<file path="config.mk">
export PLATFORM = sky130hd
export DESIGN_NAME = dsp_dce_flat
export DESIGN_NICKNAME = d
export VERILOG_FILES = /design/src/dsp_pkg.sv /design/src/dsp_link_if.sv /design/src/dsp_dce.sv /design/src/flat_wrapper.sv
export VERILOG_INCLUDE_DIRS = /design/src
export SDC_FILE = /design/constraint.sdc
export NUM_CORES = 1
export LEC_CHECK = 0
export ABC_AREA = 1
export BUFFER_PORTS_ARGS = -buffer_cell sky130_fd_sc_hd__buf_2
export CORE_MARGIN = 5
export CORE_UTILIZATION = 34
export DETAILED_ROUTE_END_ITERATION = 7
export PLACE_DENSITY = 0.61
export SYNTH_ARGS = -nofsm -noshare
export SYNTH_HDL_FRONTEND = slang
export SYNTH_SLANG_ARGS = --single-unit
</file>
<file path="constraint.sdc">
create_clock -name clk -period 3.47 [get_ports clk]
set_clock_uncertainty 0.15 [all_clocks]
set_input_delay 0.694 -clock clk [delete_from_list [all_inputs] [get_ports clk]]
set_output_delay 0.694 -clock clk [all_outputs]
set_load 0.02 [all_outputs]
</file>
<file path="src/dsp_consts.svh">
// Constants of the serial port with modem control: rates, timing, host register map.
// Assumes a 40 MHz clock; included by both ends and never compiled on its own.
`ifndef DSP_CONSTS_SVH
`define DSP_CONSTS_SVH
`define DSP_CLK_HZ 40000000
`define DSP_MS_CYCLES (`DSP_CLK_HZ / 1000)
`define DSP_DATA_BITS 8
`define DSP_STOP_BITS 1
`define DSP_RATE_MIN_BPS 1200
`define DSP_RATE_MAX_BPS 921600
`define DSP_AB_MIN_BPS 1200
`define DSP_AB_MAX_BPS 230400
// Shortest bit time rounds up, longest rounds down
`define DSP_DIV_MIN ((`DSP_CLK_HZ + `DSP_RATE_MAX_BPS - 1) / `DSP_RATE_MAX_BPS)
`define DSP_DIV_MAX (`DSP_CLK_HZ / `DSP_RATE_MIN_BPS)
`define DSP_AB_DIV_MIN ((`DSP_CLK_HZ + `DSP_AB_MAX_BPS - 1) / `DSP_AB_MAX_BPS)
`define DSP_AB_DIV_MAX (`DSP_CLK_HZ / `DSP_AB_MIN_BPS)
`define DSP_DIV_RESET 16'h015b
`define DSP_XON 8'h11
`define DSP_XOFF 8'h13
`define DSP_DTR_POLL_MS 1000
`define DSP_URC_PULSE_MS 1
// Host register offsets
`define DSP_REG_CTRL 8'h00
`define DSP_REG_STATUS 8'h04
`define DSP_REG_TXDATA 8'h08
`define DSP_REG_RXDATA 8'h0c
`define DSP_REG_DIV 8'h10
`define DSP_REG_INT_STAT 8'h14
`define DSP_REG_INT_MASK 8'h18
// Control bits
`define DSP_CTRL_HW_FLOW 0
`define DSP_CTRL_SW_FLOW 1
`define DSP_CTRL_TERM_READY 2
`define DSP_CTRL_SEND_REQ 3
// Status bits
`define DSP_ST_TX_BUSY 0
`define DSP_ST_RX_FULL 1
`define DSP_ST_CLEAR 2
`define DSP_ST_CARRIER 3
`define DSP_ST_RING 4
`define DSP_ST_SET_READY 5
// Interrupt bits
`define DSP_INT_RX 0
`define DSP_INT_TX 1
`define DSP_INT_RING 2
`define DSP_INT_CARRIER 3
`endif

</file>
<file path="src/dsp_pkg.sv">
// Types shared by both ends of the serial link.
// Assumes nothing of its surroundings.
package dsp_pkg;
  typedef enum logic [2:0] {
    DSP_RX_IDLE = 3'b000,
    DSP_RX_START = 3'b001,
    DSP_RX_DATA = 3'b010,
    DSP_RX_STOP = 3'b011,
    DSP_RX_BAUD = 3'b100
  } dsp_rx_t;
  typedef enum logic {
    DSP_TX_IDLE = 1'b0,
    DSP_TX_SEND = 1'b1
  } dsp_tx_t;
  typedef enum logic [1:0] {
    DSP_RING_OFF = 2'b00,
    DSP_RING_CALL = 2'b01,
    DSP_RING_CALL_URC = 2'b10
  } dsp_ring_mode_t;
  typedef enum logic [1:0] {
    DSP_ALT_SET_READY = 2'b00,
    DSP_ALT_GPIO = 2'b01,
    DSP_ALT_SPI_CLK = 2'b10
  } dsp_alt_func_t;
endpackage : dsp_pkg

</file>
<file path="src/dsp_link_if.sv">
// Serial link between the equipment end and the terminal end.
// Assumes both ends share no clock; all levels high mean asserted, line idle is high.
`timescale 1ns/1ps
interface dsp_link_if;
  logic serial_in_from_host;
  logic terminal_ready_in;
  logic send_request_in;
  logic serial_out_to_host;
  logic carrier_detect_out;
  logic set_ready_out;
  logic send_clear_out;
  logic ring_indicate_out;
  modport dce (
    input serial_in_from_host, terminal_ready_in, send_request_in,
    output serial_out_to_host, carrier_detect_out, set_ready_out, send_clear_out, ring_indicate_out
  );
  modport dte (
    output serial_in_from_host, terminal_ready_in, send_request_in,
    input serial_out_to_host, carrier_detect_out, set_ready_out, send_clear_out, ring_indicate_out
  );
endinterface : dsp_link_if

</file>
<file path="src/dsp_dce.sv">
// Equipment end of the serial port: 8N1 receiver and transmitter, rate detection, flow control,
// modem control lines and the alternate set-ready pin.
// Assumes a 40 MHz clk, synchronous active-low reset, and link pins that are asynchronous to clk.
// Functional notes
// - Characters are 8 data bits, no parity, 1 stop
// - Fixed bit rate from 1200 to 921k
// - Rate detection accepts only 1.2k to 230k
// - Send request and send clear gate transfers
// - XON/XOFF pause and resume transmission
// - Equipment role: listed outputs and inputs
// - Host drives commands onto serial input line
// - Device answers on its serial output line
// - Ring output signals call or unsolicited result
// - Terminal ready sampled once per second only
// - Alternate set-ready pin has one function; here cfg_alt_func selects set ready, GPIO or SPI clock
//
// Our own choices: the APB slave port and the address map.
`timescale 1ns/1ps
`include "dsp_consts.svh"
module dsp_dce
  import dsp_pkg::*;
#(
  parameter int unsigned DTR_POLL_CYCLES = `DSP_DTR_POLL_MS * `DSP_MS_CYCLES,
  parameter int unsigned URC_PULSE_CYCLES = `DSP_URC_PULSE_MS * `DSP_MS_CYCLES
) (
  // Clock and reset
  input wire logic clk,
  input wire logic resetn,
  // Link
  dsp_link_if.dce lnk,
  // Configuration
  input wire logic [15:0] cfg_rate_div,
  input wire logic cfg_autobaud,
  input wire logic cfg_hw_flow,
  input wire logic cfg_sw_flow,
  input wire dsp_ring_mode_t cfg_ring_mode,
  input wire dsp_alt_func_t cfg_alt_func,
  // Transmit data
  input wire logic tx_valid,
  input wire logic [7:0] tx_data,
  output logic tx_ready,
  // Receive data
  input wire logic rx_room,
  output logic rx_valid,
  output logic [7:0] rx_data,
  output logic rx_frame_err,
  output logic rate_locked,
  // Modem control
  input wire logic carrier_on,
  input wire logic set_ready,
  input wire logic call_ring,
  input wire logic urc_event,
  input wire logic gpio_out,
  input wire logic spi_clk_in,
  output logic alt_pin_out,
  output logic terminal_ready,
  output logic ignite
);
  logic [2:0] sync0;
  logic [2:0] sync1;
  logic [2:0] sync2;
  logic [2:0] pin_q;
  logic [2:0] next_pin_q;
  // Pin synchroniser; bit 0 serial data, bit 1 send request, bit 2 terminal ready
  always_ff @(posedge clk) begin
    sync0 <= {lnk.terminal_ready_in, lnk.send_request_in, lnk.serial_in_from_host};
    sync1 <= sync0;
    sync2 <= sync1;
    pin_q <= next_pin_q;
  end
  always_comb begin
    next_pin_q = pin_q;
    for (int i = 0; i < 3; i++) begin
      if (sync1[i] == sync2[i]) begin
        next_pin_q[i] = sync2[i];
      end
    end
    if (!resetn) begin
      next_pin_q = 3'h1;
    end
  end

  logic [15:0] fix_div;
  logic [15:0] bit_div;
  logic [15:0] ab_div;
  logic ab_locked;
  always_comb begin
    fix_div = cfg_rate_div;
    if (cfg_rate_div < 16'(`DSP_DIV_MIN)) begin
      fix_div = 16'(`DSP_DIV_MIN);
    end else if (cfg_rate_div > 16'(`DSP_DIV_MAX)) begin
      fix_div = 16'(`DSP_DIV_MAX);
    end
    bit_div = (cfg_autobaud && ab_locked) ? ab_div : fix_div;
  end

  // Receiver
  dsp_rx_t rx_st, next_rx_st;
  logic [15:0] rx_cnt, next_rx_cnt;
  logic [2:0] rx_bit, next_rx_bit;
  logic [7:0] rx_sh, next_rx_sh;
  logic [7:0] next_rx_data;
  logic next_rx_valid, next_rx_frame_err;
  logic [15:0] next_ab_div;
  logic next_ab_locked;
  logic paused, next_paused;
  always_comb begin
    next_rx_st = rx_st;
    next_rx_cnt = rx_cnt + 16'h0001;
    next_rx_bit = rx_bit;
    next_rx_sh = rx_sh;
    next_rx_data = rx_data;
    next_rx_valid = 1'b0;
    next_rx_frame_err = 1'b0;
    next_ab_div = ab_div;
    next_ab_locked = ab_locked && cfg_autobaud;
    next_paused = paused && cfg_sw_flow;
    case (rx_st)
      DSP_RX_IDLE: begin
        next_rx_cnt = 16'h0000;
        next_rx_bit = 3'h0;
        if (!pin_q[0]) begin
          next_rx_st = (cfg_autobaud && !ab_locked) ? DSP_RX_BAUD : DSP_RX_START;
        end
      end
      DSP_RX_BAUD: begin
        // Start bit width is the bit time; the rest of the character is still received
        if (rx_cnt > 16'(`DSP_AB_DIV_MAX)) begin
          next_rx_st = DSP_RX_IDLE;
        end else if (pin_q[0]) begin
          if (rx_cnt >= 16'(`DSP_AB_DIV_MIN)) begin
            next_ab_div = rx_cnt;
            next_ab_locked = 1'b1;
            next_rx_st = DSP_RX_DATA;
            next_rx_cnt = {1'b0, rx_cnt[15:1]};
          end else begin
            next_rx_st = DSP_RX_IDLE;
          end
        end
      end
      DSP_RX_START: begin
        if (rx_cnt == {1'b0, bit_div[15:1]}) begin
          next_rx_cnt = 16'h0000;
          next_rx_st = pin_q[0] ? DSP_RX_IDLE : DSP_RX_DATA;
        end
      end
      DSP_RX_DATA: begin
        if (rx_cnt == bit_div - 16'h0001) begin
          next_rx_cnt = 16'h0000;
          next_rx_sh = {pin_q[0], rx_sh[7:1]};
          next_rx_bit = rx_bit + 3'h1;
          if (rx_bit == 3'h7) begin
            next_rx_st = DSP_RX_STOP;
          end
        end
      end
      DSP_RX_STOP: begin
        if (rx_cnt == bit_div - 16'h0001) begin
          next_rx_st = DSP_RX_IDLE;
          if (!pin_q[0]) begin
            next_rx_frame_err = 1'b1;
          end else if (cfg_sw_flow && rx_sh == `DSP_XOFF) begin
            next_paused = 1'b1;
          end else if (cfg_sw_flow && rx_sh == `DSP_XON) begin
            next_paused = 1'b0;
          end else begin
            next_rx_valid = 1'b1;
            next_rx_data = rx_sh;
          end
        end
      end
      default: begin
        next_rx_st = DSP_RX_IDLE;
      end
    endcase
    if (!resetn) begin
      next_rx_st = DSP_RX_IDLE;
      next_rx_cnt = 16'h0000;
      next_rx_bit = 3'h0;
      next_rx_sh = 8'h00;
      next_rx_data = 8'h00;
      next_rx_valid = 1'b0;
      next_rx_frame_err = 1'b0;
      next_ab_div = `DSP_DIV_RESET;
      next_ab_locked = 1'b0;
      next_paused = 1'b0;
    end
  end
  always_ff @(posedge clk) begin
    rx_st <= next_rx_st;
    rx_cnt <= next_rx_cnt;
    rx_bit <= next_rx_bit;
    rx_sh <= next_rx_sh;
    rx_data <= next_rx_data;
    rx_valid <= next_rx_valid;
    rx_frame_err <= next_rx_frame_err;
    ab_div <= next_ab_div;
    ab_locked <= next_ab_locked;
    rate_locked <= next_ab_locked;
    paused <= next_paused;
  end

  // Transmitter; permission is checked only between characters, never inside one
  dsp_tx_t tx_st, next_tx_st;
  logic [9:0] tx_sh, next_tx_sh;
  logic [15:0] tx_cnt, next_tx_cnt;
  logic [3:0] tx_bit, next_tx_bit;
  logic tx_line, next_tx_line;
  logic next_tx_ready;
  logic permit;
  always_comb begin
    permit = (!cfg_hw_flow || pin_q[1]) && (!cfg_sw_flow || !paused);
    next_tx_st = tx_st;
    next_tx_sh = tx_sh;
    next_tx_cnt = tx_cnt + 16'h0001;
    next_tx_bit = tx_bit;
    case (tx_st)
      DSP_TX_IDLE: begin
        next_tx_cnt = 16'h0000;
        next_tx_bit = 4'h0;
        if (tx_valid && tx_ready) begin
          next_tx_sh = {1'b1, tx_data, 1'b0};
          next_tx_st = DSP_TX_SEND;
        end
      end
      DSP_TX_SEND: begin
        if (tx_cnt == bit_div - 16'h0001) begin
          next_tx_cnt = 16'h0000;
          next_tx_sh = {1'b1, tx_sh[9:1]};
          next_tx_bit = tx_bit + 4'h1;
          if (tx_bit == 4'h9) begin
            next_tx_st = DSP_TX_IDLE;
          end
        end
      end
      default: begin
        next_tx_st = DSP_TX_IDLE;
      end
    endcase
    if (!resetn) begin
      next_tx_st = DSP_TX_IDLE;
      next_tx_sh = 10'h3ff;
      next_tx_cnt = 16'h0000;
      next_tx_bit = 4'h0;
    end
    next_tx_line = (next_tx_st == DSP_TX_SEND) ? next_tx_sh[0] : 1'b1;
    next_tx_ready = resetn && (next_tx_st == DSP_TX_IDLE) && permit;
  end
  always_ff @(posedge clk) begin
    tx_st <= next_tx_st;
    tx_sh <= next_tx_sh;
    tx_cnt <= next_tx_cnt;
    tx_bit <= next_tx_bit;
    tx_line <= next_tx_line;
    tx_ready <= next_tx_ready;
  end

  // Modem control
  logic [25:0] poll_cnt, next_poll_cnt;
  logic dtr_primed, next_dtr_primed;
  logic next_terminal_ready, next_ignite;
  logic [15:0] urc_cnt, next_urc_cnt;
  logic ring, next_ring;
  logic clear, next_clear;
  logic carrier, next_carrier;
  logic dsr, next_dsr;
  logic next_alt_pin_out;
  always_comb begin
    next_poll_cnt = poll_cnt + 26'h1;
    next_dtr_primed = dtr_primed;
    next_terminal_ready = terminal_ready;
    next_ignite = 1'b0;
    if (poll_cnt == 26'(DTR_POLL_CYCLES - 1)) begin
      next_poll_cnt = 26'h0;
      next_terminal_ready = pin_q[2];
      next_dtr_primed = 1'b1;
      next_ignite = dtr_primed && pin_q[2] && !terminal_ready;
    end
    next_urc_cnt = (urc_cnt != 16'h0000) ? urc_cnt - 16'h0001 : 16'h0000;
    if (cfg_ring_mode == DSP_RING_CALL_URC && urc_event) begin
      next_urc_cnt = 16'(URC_PULSE_CYCLES);
    end
    case (cfg_ring_mode)
      DSP_RING_CALL: next_ring = call_ring;
      DSP_RING_CALL_URC: next_ring = call_ring || (next_urc_cnt != 16'h0000);
      default: next_ring = 1'b0;
    endcase
    next_clear = !cfg_hw_flow || rx_room;
    next_carrier = carrier_on;
    next_dsr = (cfg_alt_func == DSP_ALT_SET_READY) && set_ready;
    case (cfg_alt_func)
      DSP_ALT_SET_READY: next_alt_pin_out = set_ready;
      DSP_ALT_GPIO: next_alt_pin_out = gpio_out;
      DSP_ALT_SPI_CLK: next_alt_pin_out = spi_clk_in;
      default: next_alt_pin_out = 1'b0;
    endcase
    if (!resetn) begin
      next_poll_cnt = 26'h0;
      next_dtr_primed = 1'b0;
      next_terminal_ready = 1'b0;
      next_ignite = 1'b0;
      next_urc_cnt = 16'h0000;
      next_ring = 1'b0;
      next_clear = 1'b0;
      next_carrier = 1'b0;
      next_dsr = 1'b0;
      next_alt_pin_out = 1'b0;
    end
  end
  always_ff @(posedge clk) begin
    poll_cnt <= next_poll_cnt;
    dtr_primed <= next_dtr_primed;
    terminal_ready <= next_terminal_ready;
    ignite <= next_ignite;
    urc_cnt <= next_urc_cnt;
    ring <= next_ring;
    clear <= next_clear;
    carrier <= next_carrier;
    dsr <= next_dsr;
    alt_pin_out <= next_alt_pin_out;
  end

  assign lnk.serial_out_to_host = tx_line;
  assign lnk.send_clear_out = clear;
  assign lnk.carrier_detect_out = carrier;
  assign lnk.set_ready_out = dsr;
  assign lnk.ring_indicate_out = ring;
endmodule : dsp_dce

</file>
<file path="src/flat_wrapper.sv">
// flat-port wrapper written by rule: the top's interface ports become plain ports
module dsp_dce_flat import dsp_pkg::*;
#(
  parameter int unsigned DTR_POLL_CYCLES = `DSP_DTR_POLL_MS * `DSP_MS_CYCLES,
  parameter int unsigned URC_PULSE_CYCLES = `DSP_URC_PULSE_MS * `DSP_MS_CYCLES
)
  (clk, resetn, cfg_rate_div, cfg_autobaud, cfg_hw_flow, cfg_sw_flow, cfg_ring_mode, cfg_alt_func, tx_valid, tx_data, tx_ready, rx_room, rx_valid, rx_data, rx_frame_err, rate_locked, carrier_on, set_ready, call_ring, urc_event, gpio_out, spi_clk_in, alt_pin_out, terminal_ready, ignite, lnk_serial_in_from_host, lnk_terminal_ready_in, lnk_send_request_in, lnk_serial_out_to_host, lnk_carrier_detect_out, lnk_set_ready_out, lnk_send_clear_out, lnk_ring_indicate_out);
  dsp_link_if lnk_i ();
  input wire logic clk;
  input wire logic resetn;
  input wire logic [15:0] cfg_rate_div;
  input wire logic cfg_autobaud;
  input wire logic cfg_hw_flow;
  input wire logic cfg_sw_flow;
  input wire dsp_ring_mode_t cfg_ring_mode;
  input wire dsp_alt_func_t cfg_alt_func;
  input wire logic tx_valid;
  input wire logic [7:0] tx_data;
  output logic tx_ready;
  input wire logic rx_room;
  output logic rx_valid;
  output logic [7:0] rx_data;
  output logic rx_frame_err;
  output logic rate_locked;
  input wire logic carrier_on;
  input wire logic set_ready;
  input wire logic call_ring;
  input wire logic urc_event;
  input wire logic gpio_out;
  input wire logic spi_clk_in;
  output logic alt_pin_out;
  output logic terminal_ready;
  output logic ignite;
  input wire logic [$bits(lnk_i.serial_in_from_host)-1:0] lnk_serial_in_from_host;
  input wire logic [$bits(lnk_i.terminal_ready_in)-1:0] lnk_terminal_ready_in;
  input wire logic [$bits(lnk_i.send_request_in)-1:0] lnk_send_request_in;
  output wire logic [$bits(lnk_i.serial_out_to_host)-1:0] lnk_serial_out_to_host;
  output wire logic [$bits(lnk_i.carrier_detect_out)-1:0] lnk_carrier_detect_out;
  output wire logic [$bits(lnk_i.set_ready_out)-1:0] lnk_set_ready_out;
  output wire logic [$bits(lnk_i.send_clear_out)-1:0] lnk_send_clear_out;
  output wire logic [$bits(lnk_i.ring_indicate_out)-1:0] lnk_ring_indicate_out;
  assign lnk_i.serial_in_from_host = lnk_serial_in_from_host;
  assign lnk_i.terminal_ready_in = lnk_terminal_ready_in;
  assign lnk_i.send_request_in = lnk_send_request_in;
  assign lnk_serial_out_to_host = lnk_i.serial_out_to_host;
  assign lnk_carrier_detect_out = lnk_i.carrier_detect_out;
  assign lnk_set_ready_out = lnk_i.set_ready_out;
  assign lnk_send_clear_out = lnk_i.send_clear_out;
  assign lnk_ring_indicate_out = lnk_i.ring_indicate_out;
  dsp_dce #(.DTR_POLL_CYCLES(DTR_POLL_CYCLES), .URC_PULSE_CYCLES(URC_PULSE_CYCLES)) u_core (.clk(clk), .resetn(resetn), .lnk(lnk_i), .cfg_rate_div(cfg_rate_div), .cfg_autobaud(cfg_autobaud), .cfg_hw_flow(cfg_hw_flow), .cfg_sw_flow(cfg_sw_flow), .cfg_ring_mode(cfg_ring_mode), .cfg_alt_func(cfg_alt_func), .tx_valid(tx_valid), .tx_data(tx_data), .tx_ready(tx_ready), .rx_room(rx_room), .rx_valid(rx_valid), .rx_data(rx_data), .rx_frame_err(rx_frame_err), .rate_locked(rate_locked), .carrier_on(carrier_on), .set_ready(set_ready), .call_ring(call_ring), .urc_event(urc_event), .gpio_out(gpio_out), .spi_clk_in(spi_clk_in), .alt_pin_out(alt_pin_out), .terminal_ready(terminal_ready), .ignite(ignite));
endmodule
</file>
==> impl_metrics.toml, run 1 <==
[placed_design]
dp_hpwl_mm = 20.2
placed_area_sq_um = 10900
gp_congestion = 0.915
portBuffers = 63
pre_cts_ws_ns = -0.406

[synth]
synth_top_cells_by_area = "dfxtp_1, nand2_1, inv_1, nand3_1, nor2_1"
synth_top_area_share_pct = 32.8
synth_mux_area_share_pct = 0
synth_top_family_by_area = "simple AND/OR/NAND/NOR gates"
async_flop_share_pct = 0
synthXorXnorAreaFrac_pct = 4.41
yosys_warnings = 0
synth.distinct_cells = 52
ys_ff_latch = 153
yosys_most_used_dff = "dfxtp_1"
yosysMostFrequentCell = "nand2_1"
synth_nets = 1471
synth-edff-count = 0
syn_area_sq_um = 9330
avgSynthCellArea_sq_um = 6.61
synth_adder_area_share_pct = 2.01
postSynthCellCount = 1412
ys_seq_area_share_pct = 32.8
synth_compound_area_share_pct = 8.80
yosys-top-cells-count = "nand2_1, inv_1, nor2_1"
yosysTopAreaCell = "dfxtp_1"
synthSimpleGateAreaFrac_pct = 42.0

[cells_and_area]
syn2layout_area_growth_pct = 27.4
final_cell_area_sq_um = 11900
nets = 1656
diodes = 0
drive_gt1_share_pct = 22.6
finalCoreUtilization_pct = 44.0
n_fill_cell = 2734

[sta]
relSlewSlack_pct = 49.9
setup_viol = 0
layout_setup_ws_ns = 0.120
maxSlewViolCount = 0
tightest_slew_ns = 0.749
finalHoldViolCount = 0
fin_crit_ns = 3.35
post-route-period-util_pct = 96.6
fmax_mhz = 298

[critical_path]
cp_cell_sequence = "buf_6 > nor2_1 > nand2_1 > nor2_4 > nand3_4 > nand2_4 > inv_4 > buf_6 > a21oi_4 > nand2_4 > nor2_8 > nand2_2 > nand2_2 > nand2_4 > nand2_2 > nand2_2 > nor3_4 > nand3_4 > nand2_2 > nand2_2 > nor2_4 > nand3_1 > nand2_1 > inv_1"
crit_type = "primary input to register"
cp_num_buf_inv = 4
worst-r2r-setup-slack_ns = 0.29
endpoint_kind = "register"
slowest_delay_ns = 0.28
worstPathArrival_ns = 3.54
r2r_end = "u_core.rx_cnt[13]"
crit_family = "simple AND/OR/NAND/NOR gates"
r2r_start = "u_core.rate_locked"
critical_path_required_ns = 3.65
cp_slowest_cell = "nor3_4"
cp-start-kind = "primary input"
reg2reg_depth = 23
worstPathMaxFanout = 6
cp_common_cell = "nand2_2"

[clock_tree]
clockBufferDepth = 2
cts_tree = "built"
insertion_delay_ns = 0.43
clock-sinks = 153
clockRootBuffer = "clkbuf_16"
numCtsBuffers = 17
htreeDepth = 4
clkTransAtPathRegs_ns = 0.06

[global_routing]
grt_pass1_wl_mm = 44.0
grt_overflow = 0
grt_pass1_vias = 9071
antenna_found_initial = 0
grt_util_all_layers_pct = 17.3
grt_max_degree = 33

[detailed_routing]
firstDrtPassIters = 5
wl_per_cell_um = 14.0
drt-total-wl_mm = 27.2
drtIter0Drc = 509
drc = 0
antenna_left = 0
vias = 9644
avgViaCountPerCell = 4.95

[die]
row_count = 60
start_util_pct = 34.5
die_w_um = 176
die_h_um = 176
core_region_area_sq_um = 27000
ios = 64
dieArea_sq_um = 30900

[power_and_ir_drop]
ir_drop_uv = 342
power_leakage_nw = 5.57
power_density_nw_per_um2 = 480

[hold_path]
hold_class = "register to register"
holdCritStartpoint = "u_core.sync0[2]"
whs_endpoint = "u_core.sync1[2]"
hold_depth = 0

[run]
max-cap-violations = 0

[status]
outcome = "complete, no violations"
==> cell usage in the layout, fill, tap and decap left out, drive strengths merged, types with 2 or more instances in the layout <==
cell type / netlist / routed
o211ai: 17 / 17
clkinvlp: 0 / 3
dfxtp: 153 / 153
o21ai: 39 / 39
nor3: 42 / 42
nand2: 364 / 364
nand3: 145 / 146
nor3b: 12 / 12
inv: 198 / 203
nand3b: 3 / 3
a21boi: 2 / 2
xor2: 36 / 36
a21oi: 57 / 57
o2111ai: 10 / 10
a31oi: 5 / 5
nand4: 54 / 54
nor4: 11 / 11
ha: 15 / 15
xnor2: 11 / 11
o21a: 2 / 2
or2: 6 / 6
buf: 9 / 199
clkinv: 4 / 7
nor2: 182 / 182
clkbuf: 25 / 20
==> timing repair <==
action | CTS | global route
hold buffers | 0 | 0
endpoints found under the setup margin | 0 | 79
setup buffers | 0 | 11
gates resized for setup | 0 | 77
==> per-stage QoR <==
step | hold slack, ns | power, mW | setup TNS [ns] | cells
2_1_floorplan | 0.160 | 3.39 | 0 | 1412
3_3_place_gp | 0.162 | 3.88 | -20.25 | 1906
3_5_place_dp | 0.166 | 3.90 | -22.85 | 1906
4_1_cts | 0.181 | 5.67 | 0 | 1936
5_1_grt | 0.192 | 6.11 | -1.86 | 1949
6_report | 0.179 | 5.71 | 0 | 1949
==> metal layers <==
metal / vias up / global-route usage, % / wire [um]
met5: - / 0 / 0
met4: 0 / 5.30 / 507
met3: 38 / 2.88 / 1180
met2: 211 / 29.0 / 13000
met1: 4433 / 22.9 / 12500
li1: 4962 / - / -
==> worst reg2reg max path, delay by kind of cell (launching register included) <==
kind	cells	cell delay, ns
and+or+nand+nor	19	2.17
buffers and inverters	4	0.45
DFF	1	0.33
==> cell type report <==
type                            count  area, sq um  share of cell area [%]
Clock buffer                       19          453                    3.81
Tap cell                          341          427                    3.59
Clock inverter                     11         87.6                   0.736
Timing Repair Buffer              200         1470                    12.4
Sequential cell                   153         3060                    25.8
Multi-Input combinational cell   1023         5630                    47.3
Inverter                          202          761                    6.40
==> cells by family after synthesis <==
logic type	Yosys count
and+or+nand+nor	823
DFF	153
adders and majority gates	15
AOI/OAI and AO/OA	137
buffers and inverters	237
xor gates and xnor gates	47
==> report_power, final <==
| part | internal, mW | switching [mW] |
|---|---|---|
| Clock | 0.956 | 0.791 |
| Combinational | 0.729 | 1.20 |
| Sequential | 1.90 | 0.129 |
==> registers in the layout, indices dropped and copies added (netlist names), 4 cells and up <==
name	cells
u_core.ab_div	16
u_core.poll_cnt	26
u_core.rx_cnt	16
u_core.rx_data	8
u_core.rx_sh	8
u_core.tx_bit	4
u_core.tx_cnt	16
u_core.tx_sh	10
u_core.urc_cnt	16
==> how the worst max path moves through the flow <==
stage / start / end / slack (ns) / cells past startpoint
after detailed placement: cfg_autobaud / u_core.rx_cnt[13] / -0.41 / 18
after floorplan: cfg_rate_div[12] / u_core.rx_cnt[12] / 0.09 / 23
after global placement: cfg_autobaud / u_core.rx_st[1] / -0.36 / 17
after CTS: cfg_autobaud / u_core.rx_cnt[13] / 0.04 / 18
final: cfg_rate_div[11] / u_core.rx_cnt[13] / 0.12 / 24
after global routing: cfg_rate_div[11] / u_core.rx_cnt[5] / -0.09 / 23
Power figures use the tool's default switching activity.
==> run 2: changes to the inputs <==
--- a/config.mk
+++ b/config.mk
@@ -12,6 +12,7 @@
 export CORE_UTILIZATION = 34
 export DETAILED_ROUTE_END_ITERATION = 7
 export PLACE_DENSITY = 0.61
+export REMOVE_ABC_BUFFERS = 1
 export SYNTH_ARGS = -nofsm -noshare
 export SYNTH_HDL_FRONTEND = slang
 export SYNTH_SLANG_ARGS = --single-unit
==> impl_metrics.toml, run 2 (same netlist as run 1, synthesis figures left out) <==
[status]
outcome = "complete, no violations"

[sta]
maxSlewViolCount = 0
relSlewSlack_pct = 6.16
fmax_mhz = 301
setup_tns_ns = 0
rsz0062_at_grt = "true"
setup_viol = 0
tightest_slew_ns = 1.40
fin_crit_ns = 3.32
finalHoldViolCount = 0
post-route-period-util_pct = 95.8

[cells_and_area]
syn2layout_area_growth_pct = 26.6
finalNonFillerCells = 1945
largest_reg_flops = 26
top_register = "u_core.poll_cnt"
layout_common_cells = "nand2_1, inv_1, dfxtp_1, nor2_1, nand3_1"
drive_gt1_share_pct = 21.9
diodes = 0
layout_commonest_cell = "nand2_1"
n_fill_cell = 2831
nets = 1651

[detailed_routing]
wl_per_cell_um = 13.8
antenna_left = 0
avgViaCountPerCell = 4.94
drtIter0Drc = 552
drt-total-wl_mm = 26.9
vias = 9613
drc = 0
firstDrtPassIters = 5

[clock_tree]
insertion_delay_ns = 0.43
htreeDepth = 4
clockRootBuffer = "clkbuf_16"
numCtsBuffers = 17
clkTransAtPathRegs_ns = 0.06
clockBufferDepth = 2
cts_tree = "built"
clock-sinks = 153

[global_routing]
grt_max_degree = 30
grt_pass1_wl_mm = 44.0
grt_util_all_layers_pct = 17.2
grt_pass1_vias = 9049
grt_overflow = 0
antenna_found_initial = 0

[critical_path]
cp-start-kind = "primary input"
critical_path_required_ns = 3.65
crit_type = "primary input to register"
endpoint_kind = "register"
worstPathMaxFanout = 7
worstPathArrival_ns = 3.50

[power_and_ir_drop]
ir_drop_uv = 521
power_leakage_nw = 5.50
power_density_nw_per_um2 = 487

[die]
core_region_area_sq_um = 27000
dieArea_sq_um = 30900
ios = 64
die_h_um = 176
start_util_pct = 34.5
die_w_um = 176
row_count = 60

[run]
max-cap-violations = 0

[placed_design]
dp_hpwl_mm = 20.2
gp_congestion = 0.918
portBuffers = 63
post-place-cells = 1903

[hold_path]
hold_class = "register to register"
[run 2: cell count changes in the layout (fill, tap and decap cells not counted), moves of 2 or more]
cell and change:
o2111ai_1 +2, nand2_2 -3, nand3_2 -3, buf_4 -3, o2111ai_2 -2, nand2_4 -2, nand2_1 +4, buf_12 -2
nand3_1 +2
[run 2: worst max-delay path, cell delays in order]
cell and delay (ns):
buf_8 0.10, nor2_4 0.09, nand2_2 0.07, nor2_4 0.20
nand2_2 0.09, nand2_4 0.11, buf_12 0.12, nand2_4 0.05
a21oi_4 0.19, buf_6 0.15, nand2_8 0.06, nor2_4 0.14
inv_2 0.07, nand2_2 0.09, nand3_2 0.07, nand2_2 0.10
nand2_2 0.07, nor3_4 0.20, buf_6 0.14, nand3_4 0.14
nand2_2 0.11, nand2_2 0.09, nor2_4 0.16, nand2_1 0.08
nand3_1 0.07, inv_1 0.05
[run 2: final cells by class]
| class | count | area (sq um) | area share (%) |
|---|---|---|---|
| multi-input cells | 1024 | 5600 | 47.4 |
| clock buffers | 20 | 457 | 3.87 |
| well taps | 341 | 427 | 3.61 |
| clock inverters | 11 | 113 | 0.953 |
| inverters | 202 | 764 | 6.47 |
| flip-flops and latches | 153 | 3060 | 25.9 |
| repair buffers | 194 | 1380 | 11.7 |
[run 2: metrics by stage]
stage | utilization [%] | area (sq um) | total power [mW] | worst slack [ns] | hold slack, ns
floorplan | - | 9160 | 3.36 | -0.232 | 0.160
global placement | 40.2 | 10900 | 3.87 | -0.363 | 0.163
detailed placement | 40.2 | 10900 | 3.89 | -0.412 | 0.162
CTS | 42.3 | 11400 | 5.72 | 0.0207 | 0.177
global route | 43.7 | 11800 | 6.17 | -0.105 | 0.187
finish | 43.7 | 11800 | 5.75 | 0.145 | 0.177
[run 2: final timing paths]
check                           from                 to  slack, ns  cells past startpoint
setup / recovery    cfg_rate_div[11]  u_core.rx_cnt[15]       0.15                     26
hold / removal       u_core.sync0[2]    u_core.sync1[2]       0.18                      0
hold reg to reg      u_core.sync0[2]    u_core.sync1[2]       0.18                      0
setup reg to reg  u_core.rate_locked  u_core.rx_cnt[15]       0.31                     22
[run 2: per-layer routing]
metal | share of wire [%] | GRT usage, %
met5 | 0 | 0
met4 | 2.2 | 5.36
met3 | 4.1 | 2.78
met2 | 48 | 29.1
met1 | 46 | 22.5
[run 2: what timing repair did]
action	CTS	global route
gates resized for setup	0	67
endpoints found under the setup margin	0	78
hold buffers	0	0
setup buffers	0	9
[run 2: power by group]
| group | leakage [nW] | switching (mW) | internal [mW] |
|---|---|---|---|
| registers | 1.24 | 0.138 | 1.90 |
| clock network | 0.271 | 0.792 | 1.03 |
| logic | 3.98 | 1.17 | 0.712 |
| total | 5.50 | 2.10 | 3.65 |
